`config.mk`:
```
export PLATFORM = sky130hd
export DESIGN_NAME = boot_vid_startup_sequencer
export DESIGN_NICKNAME = d
export VERILOG_FILES = /design/src/design/boot_seq_pkg.sv /design/src/design/boot_lut_if.sv /design/src/design/boot_code_table.sv /design/src/design/boot_vid_startup_sequencer.sv
export VERILOG_INCLUDE_DIRS = /design/src /design/src/design
export SDC_FILE = /design/constraint.sdc
export NUM_CORES = 1
export LEC_CHECK = 0
export ABC_CLOCK_PERIOD_IN_PS = 10900
export BUFFER_PORTS_ARGS = -buffer_cell sky130_fd_sc_hd__buf_2
export CAP_MARGIN = 20
export CORE_ASPECT_RATIO = 0.5
export CORE_UTILIZATION = 25
export CTS_BUF_LIST = sky130_fd_sc_hd__clkbuf_4 sky130_fd_sc_hd__clkbuf_8 sky130_fd_sc_hd__clkbuf_16
export CTS_CLUSTER_DIAMETER = 60
export DETAILED_ROUTE_END_ITERATION = 6
export PLACE_DENSITY = 0.45
export SETUP_SLACK_MARGIN = 0.4
export SLEW_MARGIN = 20
export SYNTH_ARGS = -nofsm -noshare
export SYNTH_HDL_FRONTEND = slang
export SYNTH_SLANG_ARGS = --single-unit
export TNS_END_PERCENT = 30
```
`constraint.sdc`:
```
create_clock -name clock -period 10.9 [get_ports clock]
set_input_delay 2.18 -clock clock [delete_from_list [all_inputs] [get_ports clock]]
set_output_delay 2.18 -clock clock [all_outputs]
set_load 0.02 [all_outputs]
```
`src/design/boot_seq_regs.svh`:
```
// Register offsets, field positions, reset values and timing figures of the sequencer.
`ifndef BOOT_SEQ_REGS_SVH
`define BOOT_SEQ_REGS_SVH

// Clock rate and analog figures the counts derive from.
`define CLK_KHZ 10000
`define SLEW_UV_PER_MS 2500
`define VID_LSB_UV 6250
`define PG_MARGIN_UV 300000
`define CMD_READY_MS 2
`define CMD_READY_CYC (`CMD_READY_MS * `CLK_KHZ)
`define PG_DELAY_US 10
`define PG_DELAY_CYC (`PG_DELAY_US * `CLK_KHZ / 1000)

// Default boot code table, one byte per sampled pin pair {clock pin, data pin}.
`define BOOT_TABLE_DEF 32'h40302010

// Register byte offsets.
`define CTRL_OFF 8'h00
`define STAT_OFF 8'h04
`define CODE_OFF 8'h08

// Control register fields and reset value.
`define CTRL_FORCE_ALERT 0
`define CTRL_RESET 1'b0

// Status register fields.
`define STAT_FAULT_LSB 0
`define STAT_READY_BIT 6
`define STAT_CMD_BIT 7
`define STAT_STATE_LSB 8
`define STAT_PG_PIN_BIT 15
`define STAT_ALERT_PIN_BIT 16
`define STAT_BOOT_LSB 24

// Code register fields.
`define CODE_CORE_LSB 0
`define CODE_NB_LSB 8
`define CODE_THR_LSB 16

`endif

```
`src/design/boot_seq_pkg.sv`:
```
// Types shared by the boot sequencer modules.
package boot_seq_pkg;
  typedef logic [7:0] vid_code_t;
  typedef enum logic [6:0] {
    ST_OFF = 7'h01,
    ST_WAIT_EN = 7'h02,
    ST_LATCH = 7'h04,
    ST_RAMP_UP = 7'h08,
    ST_PG_WAIT = 7'h10,
    ST_ON = 7'h20,
    ST_RAMP_DOWN = 7'h40
  } seq_state_t;
endpackage

```
`src/design/boot_lut_if.sv`:
```
// Lookup request and answer between the sequencer and its boot code table.
interface boot_lut_if;
  import boot_seq_pkg::*;
  logic [1:0] pins;
  logic req;
  vid_code_t code;
  modport seq (output pins, output req, input code);
  modport lut (input pins, input req, output code);
endinterface

```
`src/design/boot_code_table.sv`:
```
// Parameterised table that maps the two sampled pin levels to a boot code.
`include "boot_seq_regs.svh"

module boot_code_table
  import boot_seq_pkg::*;
#(
  parameter logic [31:0] TABLE = `BOOT_TABLE_DEF
) (
  input wire logic clock,
  input wire logic rst,
  boot_lut_if.lut lut
);
  vid_code_t code_ff;
  vid_code_t nxt_code;

  // A request selects one byte of the table; the answer holds until the next request.
  always_comb begin
    nxt_code = code_ff;
    if (lut.req) begin
      nxt_code = TABLE[{lut.pins, 3'b000} +: 8];
    end
  end

  // Registered read data.
  always_ff @(posedge clock) begin
    if (rst) begin
      code_ff <= 8'h00;
    end else begin
      code_ff <= nxt_code;
    end
  end

  assign lut.code = code_ff;
endmodule

```
`src/design/boot_vid_startup_sequencer.sv`:
```
// Start-up, boot code capture, reference ramp and protection sequencer with Wishbone registers.
//
// Design decisions made here: the placing of the registers and the Wishbone interface to the registers.
`include "boot_seq_regs.svh"

// Operation
// - Power-ready is high only while main and driver supply comparators are both good.
// - Start-up of both rails begins only with power-ready high and enable high.
// - Losing main supply power-ready disables everything at once.
// - Serial voltage command interface is ready within 2ms of enable.
// - Protection latches clear only while power-ready is low.
// - Dropping enable leaves tripped protection latches set.
// - Clock and data pin levels are sampled at enable rise into a boot register.
// - On enable both references ramp from zero to the boot code in continuous conduction; a re-enable during ramp-down ramps up from the present code.
// - Reference ramp moves at a fixed slew of 2.5mV/ms.
// - After soft-start, power-good rises after a delay if rails are above threshold.
// - Power-good and thermal alert stay inactive until soft-start has finished.
// - A thermal event drives the active-low thermal alert pin low.
// - Telemetry pin is driven high once the master I/O supply is ready.
// - Each rail's code is driven to its reference converter.
// - Power-good drops at once when enable goes low.
// - On disable each reference ramps down at soft-start slew in continuous conduction.
// - Any over-voltage, under-voltage or over-current latch forces power-good low.
module boot_vid_startup_sequencer
  import boot_seq_pkg::*;
#(
  parameter int LSB_UV = `VID_LSB_UV,
  parameter int STEP_CYC = (LSB_UV * `CLK_KHZ + `SLEW_UV_PER_MS - 1) / `SLEW_UV_PER_MS,
  parameter int CMD_READY_CYC = `CMD_READY_CYC,
  parameter int PG_DELAY_CYC = `PG_DELAY_CYC,
  parameter logic [31:0] BOOT_TABLE = `BOOT_TABLE_DEF
) (
  input wire logic clock,
  input wire logic rst,
  input wire logic main_supply_ok,
  input wire logic driver_supply_ok,
  input wire logic enable_ok,
  input wire logic master_io_supply_ok,
  input wire logic serial_vid_clock_pin,
  input wire logic serial_vid_data_pin,
  input wire logic core_above_pg,
  input wire logic nb_above_pg,
  input wire logic [1:0] over_voltage_event,
  input wire logic [1:0] over_current_event,
  input wire logic [1:0] under_voltage_event,
  input wire logic thermal_event,
  input wire logic power_good_out_in,
  output logic power_good_out_drv,
  output logic power_good_out_oe,
  input wire logic thermal_alert_n_in,
  output logic thermal_alert_n_drv,
  output logic thermal_alert_n_oe,
  output logic telemetry_out_pin,
  output logic power_ready,
  output logic serial_voltage_command_ready,
  output logic continuous_conduction_mode,
  output vid_code_t core_ref_code,
  output vid_code_t northbridge_rail_ref_code,
  output vid_code_t pg_threshold_code,
  input wire logic wb_cyc,
  input wire logic wb_stb,
  input wire logic wb_we,
  input wire logic [7:0] wb_adr,
  input wire logic [3:0] wb_sel,
  input wire logic [31:0] wb_dat_w,
  output logic [31:0] wb_dat_r,
  output logic wb_ack
);
  localparam int CW = 16;
  localparam logic [CW-1:0] STEP_LAST = CW'(STEP_CYC - 1);
  localparam logic [CW-1:0] CMD_LAST = CW'(CMD_READY_CYC - 3);
  localparam logic [CW-1:0] PG_LAST = CW'(PG_DELAY_CYC - 1);
  localparam vid_code_t PG_MARGIN = 8'(`PG_MARGIN_UV / LSB_UV);

  // Refuse counts that do not fit the counters.
  if (STEP_CYC < 1 || STEP_CYC > 65535) $error("STEP_CYC out of range");
  if (CMD_READY_CYC < 4 || CMD_READY_CYC > 65535) $error("CMD_READY_CYC out of range");
  if (PG_DELAY_CYC < 1 || PG_DELAY_CYC > 65535) $error("PG_DELAY_CYC out of range");
  if (LSB_UV < 1) $error("LSB_UV must be positive");

  boot_lut_if lut_bus ();

  boot_code_table #(.TABLE(BOOT_TABLE)) u_table (
    .clock(clock),
    .rst(rst),
    .lut(lut_bus)
  );

  seq_state_t state_ff, nxt_state;
  vid_code_t boot_ff, nxt_boot, core_ff, nxt_core, nb_ff, nxt_nb, thr_ff, nxt_thr;
  logic [CW-1:0] step_ff, nxt_step, pgcnt_ff, nxt_pgcnt, svcnt_ff, nxt_svcnt;
  logic [5:0] fault_ff, nxt_fault;
  logic en_q_ff, svrdy_ff, nxt_svrdy, alert_ff, nxt_alert, tele_ff, ccm_ff, nxt_ccm;
  logic ctrl_force_ff, nxt_ctrl_force, ack_ff, nxt_ack;
  logic [31:0] rdata_ff, nxt_rdata;
  logic en_rise, rails_ok, moving, tick, ss_done, active, pg_good;
  vid_code_t target;

  // Power-ready and enable edge come straight from the comparator flags.
  assign power_ready = main_supply_ok & driver_supply_ok;
  assign en_rise = enable_ok & ~en_q_ff;
  assign rails_ok = core_above_pg & nb_above_pg;
  assign moving = (state_ff == ST_RAMP_UP) || (state_ff == ST_RAMP_DOWN);
  assign target = (state_ff == ST_RAMP_UP) ? boot_ff : 8'h00;
  assign tick = moving && (step_ff == STEP_LAST);
  assign ss_done = (state_ff == ST_PG_WAIT) || (state_ff == ST_ON);
  assign active = enable_ok && (state_ff == ST_LATCH || state_ff == ST_RAMP_UP || ss_done);
  assign lut_bus.pins = {serial_vid_clock_pin, serial_vid_data_pin};

  // Sequence state, boot code and the power-good delay.
  always_comb begin
    nxt_state = state_ff;
    nxt_boot = boot_ff;
    nxt_pgcnt = 16'h0000;
    lut_bus.req = 1'b0;
    if (!power_ready) begin
      nxt_state = ST_OFF;
      nxt_boot = 8'h00;
    end else begin
      unique case (state_ff)
        ST_OFF: begin
          nxt_state = ST_WAIT_EN;
        end
        ST_WAIT_EN: begin
          if (en_rise) begin
            lut_bus.req = 1'b1;
            nxt_state = ST_LATCH;
          end
        end
        ST_LATCH: begin
          nxt_boot = lut_bus.code;
          nxt_state = enable_ok ? ST_RAMP_UP : ST_RAMP_DOWN;
        end
        ST_RAMP_UP: begin
          if (!enable_ok) begin
            nxt_state = ST_RAMP_DOWN;
          end else if (core_ff == boot_ff && nb_ff == boot_ff) begin
            nxt_state = ST_PG_WAIT;
          end
        end
        ST_PG_WAIT: begin
          if (!enable_ok) begin
            nxt_state = ST_RAMP_DOWN;
          end else if (rails_ok) begin
            if (pgcnt_ff == PG_LAST) begin
              nxt_state = ST_ON;
            end else begin
              nxt_pgcnt = pgcnt_ff + 16'h0001;
            end
          end
        end
        ST_ON: begin
          if (!enable_ok) begin
            nxt_state = ST_RAMP_DOWN;
          end
        end
        ST_RAMP_DOWN: begin
          if (en_rise) begin
            lut_bus.req = 1'b1;
            nxt_state = ST_LATCH;
          end else if (core_ff == 8'h00 && nb_ff == 8'h00) begin
            nxt_state = ST_WAIT_EN;
          end
        end
      endcase
    end
  end

  // Slew divider and the two references, one code step per divider period.
  always_comb begin
    nxt_step = 16'h0000;
    nxt_core = core_ff;
    nxt_nb = nb_ff;
    if (moving && !tick) begin
      nxt_step = step_ff + 16'h0001;
    end
    if (!power_ready) begin
      nxt_core = 8'h00;
      nxt_nb = 8'h00;
    end else if (tick) begin
      if (core_ff < target) nxt_core = core_ff + 8'h01;
      else if (core_ff > target) nxt_core = core_ff - 8'h01;
      if (nb_ff < target) nxt_nb = nb_ff + 8'h01;
      else if (nb_ff > target) nxt_nb = nb_ff - 8'h01;
    end
    nxt_ccm = power_ready && (moving || nxt_state == ST_RAMP_UP || nxt_state == ST_RAMP_DOWN);
    nxt_thr = (boot_ff > PG_MARGIN) ? boot_ff - PG_MARGIN : 8'h00;
  end

  // Protection latches, command-ready timer and thermal alert.
  always_comb begin
    nxt_fault = fault_ff | {under_voltage_event, over_current_event,
                            over_voltage_event};
    if (!power_ready) begin
      nxt_fault = 6'h00;
    end
    nxt_svcnt = 16'h0000;
    if (active) begin
      nxt_svcnt = (svcnt_ff == CMD_LAST) ? svcnt_ff : svcnt_ff + 16'h0001;
    end
    nxt_svrdy = active && (svcnt_ff == CMD_LAST);
    nxt_alert = power_ready && ss_done && (thermal_event || ctrl_force_ff);
  end

  // Power-good is combinational so that enable loss and faults pull it low at once.
  assign pg_good = (state_ff == ST_ON) && enable_ok && rails_ok && (fault_ff == 6'h00);
  assign power_good_out_drv = 1'b0;
  assign power_good_out_oe = ~pg_good;
  assign thermal_alert_n_drv = 1'b0;
  assign thermal_alert_n_oe = alert_ff;
  assign telemetry_out_pin = tele_ff;
  assign serial_voltage_command_ready = svrdy_ff;
  assign continuous_conduction_mode = ccm_ff;
  assign core_ref_code = core_ff;
  assign northbridge_rail_ref_code = nb_ff;
  assign pg_threshold_code = thr_ff;

  // Wishbone slave: one wait cycle, writes land on the acknowledged edge.
  always_comb begin
    nxt_ack = wb_cyc && wb_stb && !ack_ff;
    nxt_ctrl_force = ctrl_force_ff;
    if (wb_cyc && wb_stb && ack_ff && wb_we && wb_sel[0] && wb_adr == `CTRL_OFF) begin
      nxt_ctrl_force = wb_dat_w[`CTRL_FORCE_ALERT];
    end
    nxt_rdata = 32'h00000000;
    if (nxt_ack && !wb_we) begin
      unique case (wb_adr)
        `CTRL_OFF: nxt_rdata[`CTRL_FORCE_ALERT] = ctrl_force_ff;
        `STAT_OFF: begin
          nxt_rdata[`STAT_FAULT_LSB +: 6] = fault_ff;
          nxt_rdata[`STAT_READY_BIT] = power_ready;
          nxt_rdata[`STAT_CMD_BIT] = svrdy_ff;
          nxt_rdata[`STAT_STATE_LSB +: 7] = state_ff;
          nxt_rdata[`STAT_PG_PIN_BIT] = power_good_out_in;
          nxt_rdata[`STAT_ALERT_PIN_BIT] = thermal_alert_n_in;
          nxt_rdata[`STAT_BOOT_LSB +: 8] = boot_ff;
        end
        `CODE_OFF: begin
          nxt_rdata[`CODE_CORE_LSB +: 8] = core_ff;
          nxt_rdata[`CODE_NB_LSB +: 8] = nb_ff;
          nxt_rdata[`CODE_THR_LSB +: 8] = thr_ff;
        end
        default: nxt_rdata = 32'h00000000;
      endcase
    end
  end

  assign wb_ack = ack_ff;
  assign wb_dat_r = rdata_ff;

  // State registers.
  always_ff @(posedge clock) begin
    if (rst) begin
      state_ff <= ST_OFF;
      boot_ff <= 8'h00;
      core_ff <= 8'h00;
      nb_ff <= 8'h00;
      thr_ff <= 8'h00;
      step_ff <= 16'h0000;
      pgcnt_ff <= 16'h0000;
      svcnt_ff <= 16'h0000;
      fault_ff <= 6'h00;
      en_q_ff <= 1'b0;
      svrdy_ff <= 1'b0;
      alert_ff <= 1'b0;
      tele_ff <= 1'b0;
      ccm_ff <= 1'b0;
      ctrl_force_ff <= `CTRL_RESET;
      ack_ff <= 1'b0;
      rdata_ff <= 32'h00000000;
    end else begin
      state_ff <= nxt_state;
      boot_ff <= nxt_boot;
      core_ff <= nxt_core;
      nb_ff <= nxt_nb;
      thr_ff <= nxt_thr;
      step_ff <= nxt_step;
      pgcnt_ff <= nxt_pgcnt;
      svcnt_ff <= nxt_svcnt;
      fault_ff <= nxt_fault;
      en_q_ff <= enable_ok;
      svrdy_ff <= nxt_svrdy;
      alert_ff <= nxt_alert;
      tele_ff <= master_io_supply_ok;
      ccm_ff <= nxt_ccm;
      ctrl_force_ff <= nxt_ctrl_force;
      ack_ff <= nxt_ack;
      rdata_ff <= nxt_rdata;
    end
  end

  // Helper: cycles since a start-up began without the command interface being ready.
  logic [CW:0] wait_ff;
  always_ff @(posedge clock) begin
    if (rst || !active || svrdy_ff) begin
      wait_ff <= 17'h00000;
    end else begin
      wait_ff <= wait_ff + 17'h00001;
    end
  end
endmodule

```
==> summary.md <==
| Metric | Value |
|---|---|
| Critical path startpoint category | input port |
| Status | complete, no violations |
| Clock sink total | 118 |
| Class of the worst hold path | reg2reg |
| Post-cts gate resize count | 0 |
| Number of buffers inserted by hold repair at cts | 0 |
| Library cell appearing most often on the critical path | buf_2 |
| Number of synthesized flops with an enable pin | 0 |
| Total Routing Usage GR | 12.8% |
| Internal power consumption | 0.000824 W |
| Area growth from synthesis to layout | 22.9% |
| Worst endpoint required time | 8720 ps |
| Congestion Overflow GR | 0 |
| Diodes inserted | 0 |
| Share of power burned in combinational logic | 2.1% |
| Beginning of the worst register-to-register path | state_ff[4] |
| Average wire length per cell after detail routing | 13.9 microns |
| Netlist area before placement | 5720 sq um |
| Synth Flop Type | dfxtp_1 |
| Total power per unit cell area | 149 nW/um^2 |
| Fraction of power consumed by sequential logic | 41.4% |
| FF-to-FF setup slack | 6170 ps |
| Root Buffer | clkbuf_16 |
| Die width | 216 microns |
| Sequential fraction of the synthesis area | 41.3% |
| Leakage Power | 2.68 nW |
| Inst Count DP | 1,011 |
| Post-detailed-route DRC marker count | 0 |
| Share of synthesized flip-flops with an asynchronous set or reset | 0% |
| Switching power share of the total | 21.6% |
| Count of buffers inserted at the top-level ports | 82 |
| Final Max Slew Viols | 0 |
| Final Hold Vio Count | 0 |
| Clock tree from TritonCTS | built |
| Upper clock frequency limit | 174 MHz |
| Count of mapped cells out of synthesis | 648 |
| Number of nets in the final layout | 823 |
| Antenna Nets Post-Route | 0 |
| Area share of the largest cell type after synthesis | 41.3% |
| Setup tns final | 0 ps |
| Unrepaired setup endpoints after global routing | no |
| Cells on worst reg2reg path | 14 |
| Category of the most critical setup path | in2out |
| Post-detail-place hpwl | 10.6 mm |
| Floorplan die height | 109 microns |
| Detailed router's first-iteration violation count | 194 |
| Origin of the worst setup path | enable_ok |
| Leading cell types by total area after synthesis | dfxtp_1 (41%), nor2_1 (8.1%), xnor2_1 (6.0%), ha_1 (5.2%), mux2i_1 (2.8%) |
| Routability Congestion | 0.771 |
| Via count of the first global-routing pass | 4,388 |
| Clock Pin Slew Worst Setup and Hold Paths | 60 ps |
| Final cell count without fillers | 1,043 |
| Via/cell ratio | 4.52 |
| Cell depth of the worst hold path | 1 |
| Final setup skew | 10.3 ps |
| Final clock period utilization by the worst path | 52.7% |
| Hold-critical path endpoint | pgcnt_ff[0] |
| Origin of the worst min-delay path | pgcnt_ff[0] |
| Number of setup violations in the final report | 0 |
| Buffer depth of the longest clock path | 2 |
| Post-CTS setup buffers | 0 |
| Maximum vdd drop | 0.0000988 V |
| Worst path arrival time | 3570 ps |
| Core Box Area | 22,100 sq um |
| Number of maximum-capacitance violations | 0 |
| Capture instance of the worst register-to-register path | core_ref_code[7] |
| Worst slew slack as a fraction of its limit | 41.1% |
| Transition at the pin with the smallest max-transition slack | 884 ps |
| Total length of routed wires | 14.5 mm |
| Peak per-stage delay on the critical path | 610 ps |
| H-tree depth | 4 |
| Syn. warnings | 0 |
| Number of buffers inserted during clock tree synthesis | 17 |
| Crit Path Max Fanout | 11 |
| Vias | 4,711 |
| Fraction of layout instances using a drive strength above 1 | 17.5% |
| Switching power of the nets | 0.000226 W |
| Post-synthesis cell type with the largest combined area | dfxtp_1 |
| Synthesized flop and latch total | 118 |
| Row count | 38 |
| Worst path cell trace | buf_2 -> or4b_2 -> nor3_1 -> nand4_1 -> buf_2 |
| First-pass iteration count of the detailed router | 4 |
| Maximum number of pins on one net before global-route repair | 30 |
| Starting density of the core | 25.9% |
| Min cycle time layout | 5750 ps |
| Synth unique cells | 61 |
| Syn_area_per_cell | 8.83 sq um |
| Critical Path End Type | primary output |
| Clock network fraction of design power | 56.5% |
| First-pass GRT wire length | 23.3 mm |
| I/O pin count | 131 |
| Number of antenna violations at the first check in global routing | 0 |
| Slowest cell on crit path | or4b_2 |
| Die footprint | 23,500 sq um |
| Clk_lat worst skew | 410 ps |
## cell families after synthesis
| group | Yosys count | share of synthesized area, % |
|---|---|---|
| and+or+nand+nor | 305 | 27.3 |
| DFF | 118 | 41.3 |
| AOI/OAI and AO/OA | 82 | 10.3 |
| xor gates and xnor gates | 52 | 7.96 |
| buffers and inverters | 48 | 4.35 |
| adders and majority gates | 26 | 5.95 |
| muxes | 16 | 2.80 |
| other | 1 | 0.0655 |
## worst max-delay path, delay by kind of cell
family	cells	cell delay, ps
buf+inv	2	380
simple gates	3	1000
## stage by stage
step           setup WS, ps  hold WS, ps  total power [W]  utilization [%]  area (sq um)
3_5_place_dp           5130          431         0.000466             28.9          6380
6_report               5150          438          0.00105             31.9          7030
3_3_place_gp           5170          426         0.000466             28.9          6380
2_1_floorplan          5350          413         0.000459                -          5770
4_1_cts                5130          440          0.00107             31.8          7010
5_1_grt                5080          469          0.00109             31.9          7030
## power by group through the flow
stage	clock [W]	combinational (W)	sequential, W
4_1_cts	0.000612	0.0000220	0.000434
6_report	0.000594	0.0000223	0.000434
3_5_place_dp	0	0.0000220	0.000444
2_1_floorplan	0	0.0000154	0.000444
5_1_grt	0.000634	0.0000246	0.000434
3_3_place_gp	0	0.0000218	0.000444
## synth_stat cells, types with 3 or more instances
cell      count
a211oi_1      7
a211o_1       4
a41oi_1       3
inv_1        13
xnor2_1      39
nor4_1        5
a21oi_1      13
or3_1         7
and2_1       13
clkbuf_1     17
or2_2         4
nor2b_1      12
nand2b_1      8
o21a_1        3
a21o_1        4
and3_1       11
nor3_1       22
nand4b_1      3
nand3_1      27
ha_1         24
nand2_1      25
a31oi_1       7
xor2_1       13
nor2_1      124
nor3b_1       4
mux2i_1      16
and3b_1       3
a22oi_1      15
o21ai_0       9
dfxtp_1     118
or4_1        10
nand4_1      13
buf_4        14
## per-layer routing
layer,part of all wire [%],up-vias,track usage (%),wire length [microns]
met2,46,74,20.5,6680
met5,0,-,0,0
met1,49,2186,17.0,7120
met4,0.88,0,4.43,128
met3,3.7,10,2.76,532
li1,-,2441,-,-
## worst max path at each step
stage                             end  slack (ps)
floorplan           power_good_out_oe        5350
global placement    power_good_out_oe        5170
detailed placement  power_good_out_oe        5130
CTS                 power_good_out_oe        5130
global route        power_good_out_oe        5080
finish              power_good_out_oe        5150
## cells in the final DEF (no fill, tap or decap), types with 7 or more instances in the layout
master,n
buf_2,82
nor3_1,21
inv_1,13
mux2i_1,16
conb_1,15
and3_1,11
or4_1,10
a21oi_1,13
a211oi_1,7
ha_1,24
nor2b_1,12
a31oi_1,7
xnor2_1,39
o21ai_0,9
clkbuf_16,17
a22oi_1,15
nand2b_1,8
nand4_1,13
nor2_1,124
xor2_1,13
or3_1,7
nand3_1,27
dfxtp_1,118
and2_1,13
nand2_1,25
## sequential cells by signal (all words and copies together) (netlist names)
name                          flops
wb_dat_r                         24
en_q_ff                           1
wb_ack                            1
telemetry_out_pin                 1
thermal_alert_n_oe                1
svcnt_ff                         16
continuous_conduction_mode        1
core_ref_code                     8
boot_ff                           3
pgcnt_ff                         16
pg_threshold_code                 4
serial_voltage_command_ready      1
step_ff                          16
fault_ff                          6
u_table.lut.code                  3
state_ff                          7
northbridge_rail_ref_code         8
ctrl_force_ff                     1
## area by class of cell
type,instances,area (sq um)
fillers,2295,15000
multi-input cells,496,3180
flip-flops and latches,118,2360
repair buffers,85,440
clock buffers,17,425
well taps,300,375
clock inverters,14,201
inverters,13,48.8
Note: power is estimated with default switching activity, not from simulation.
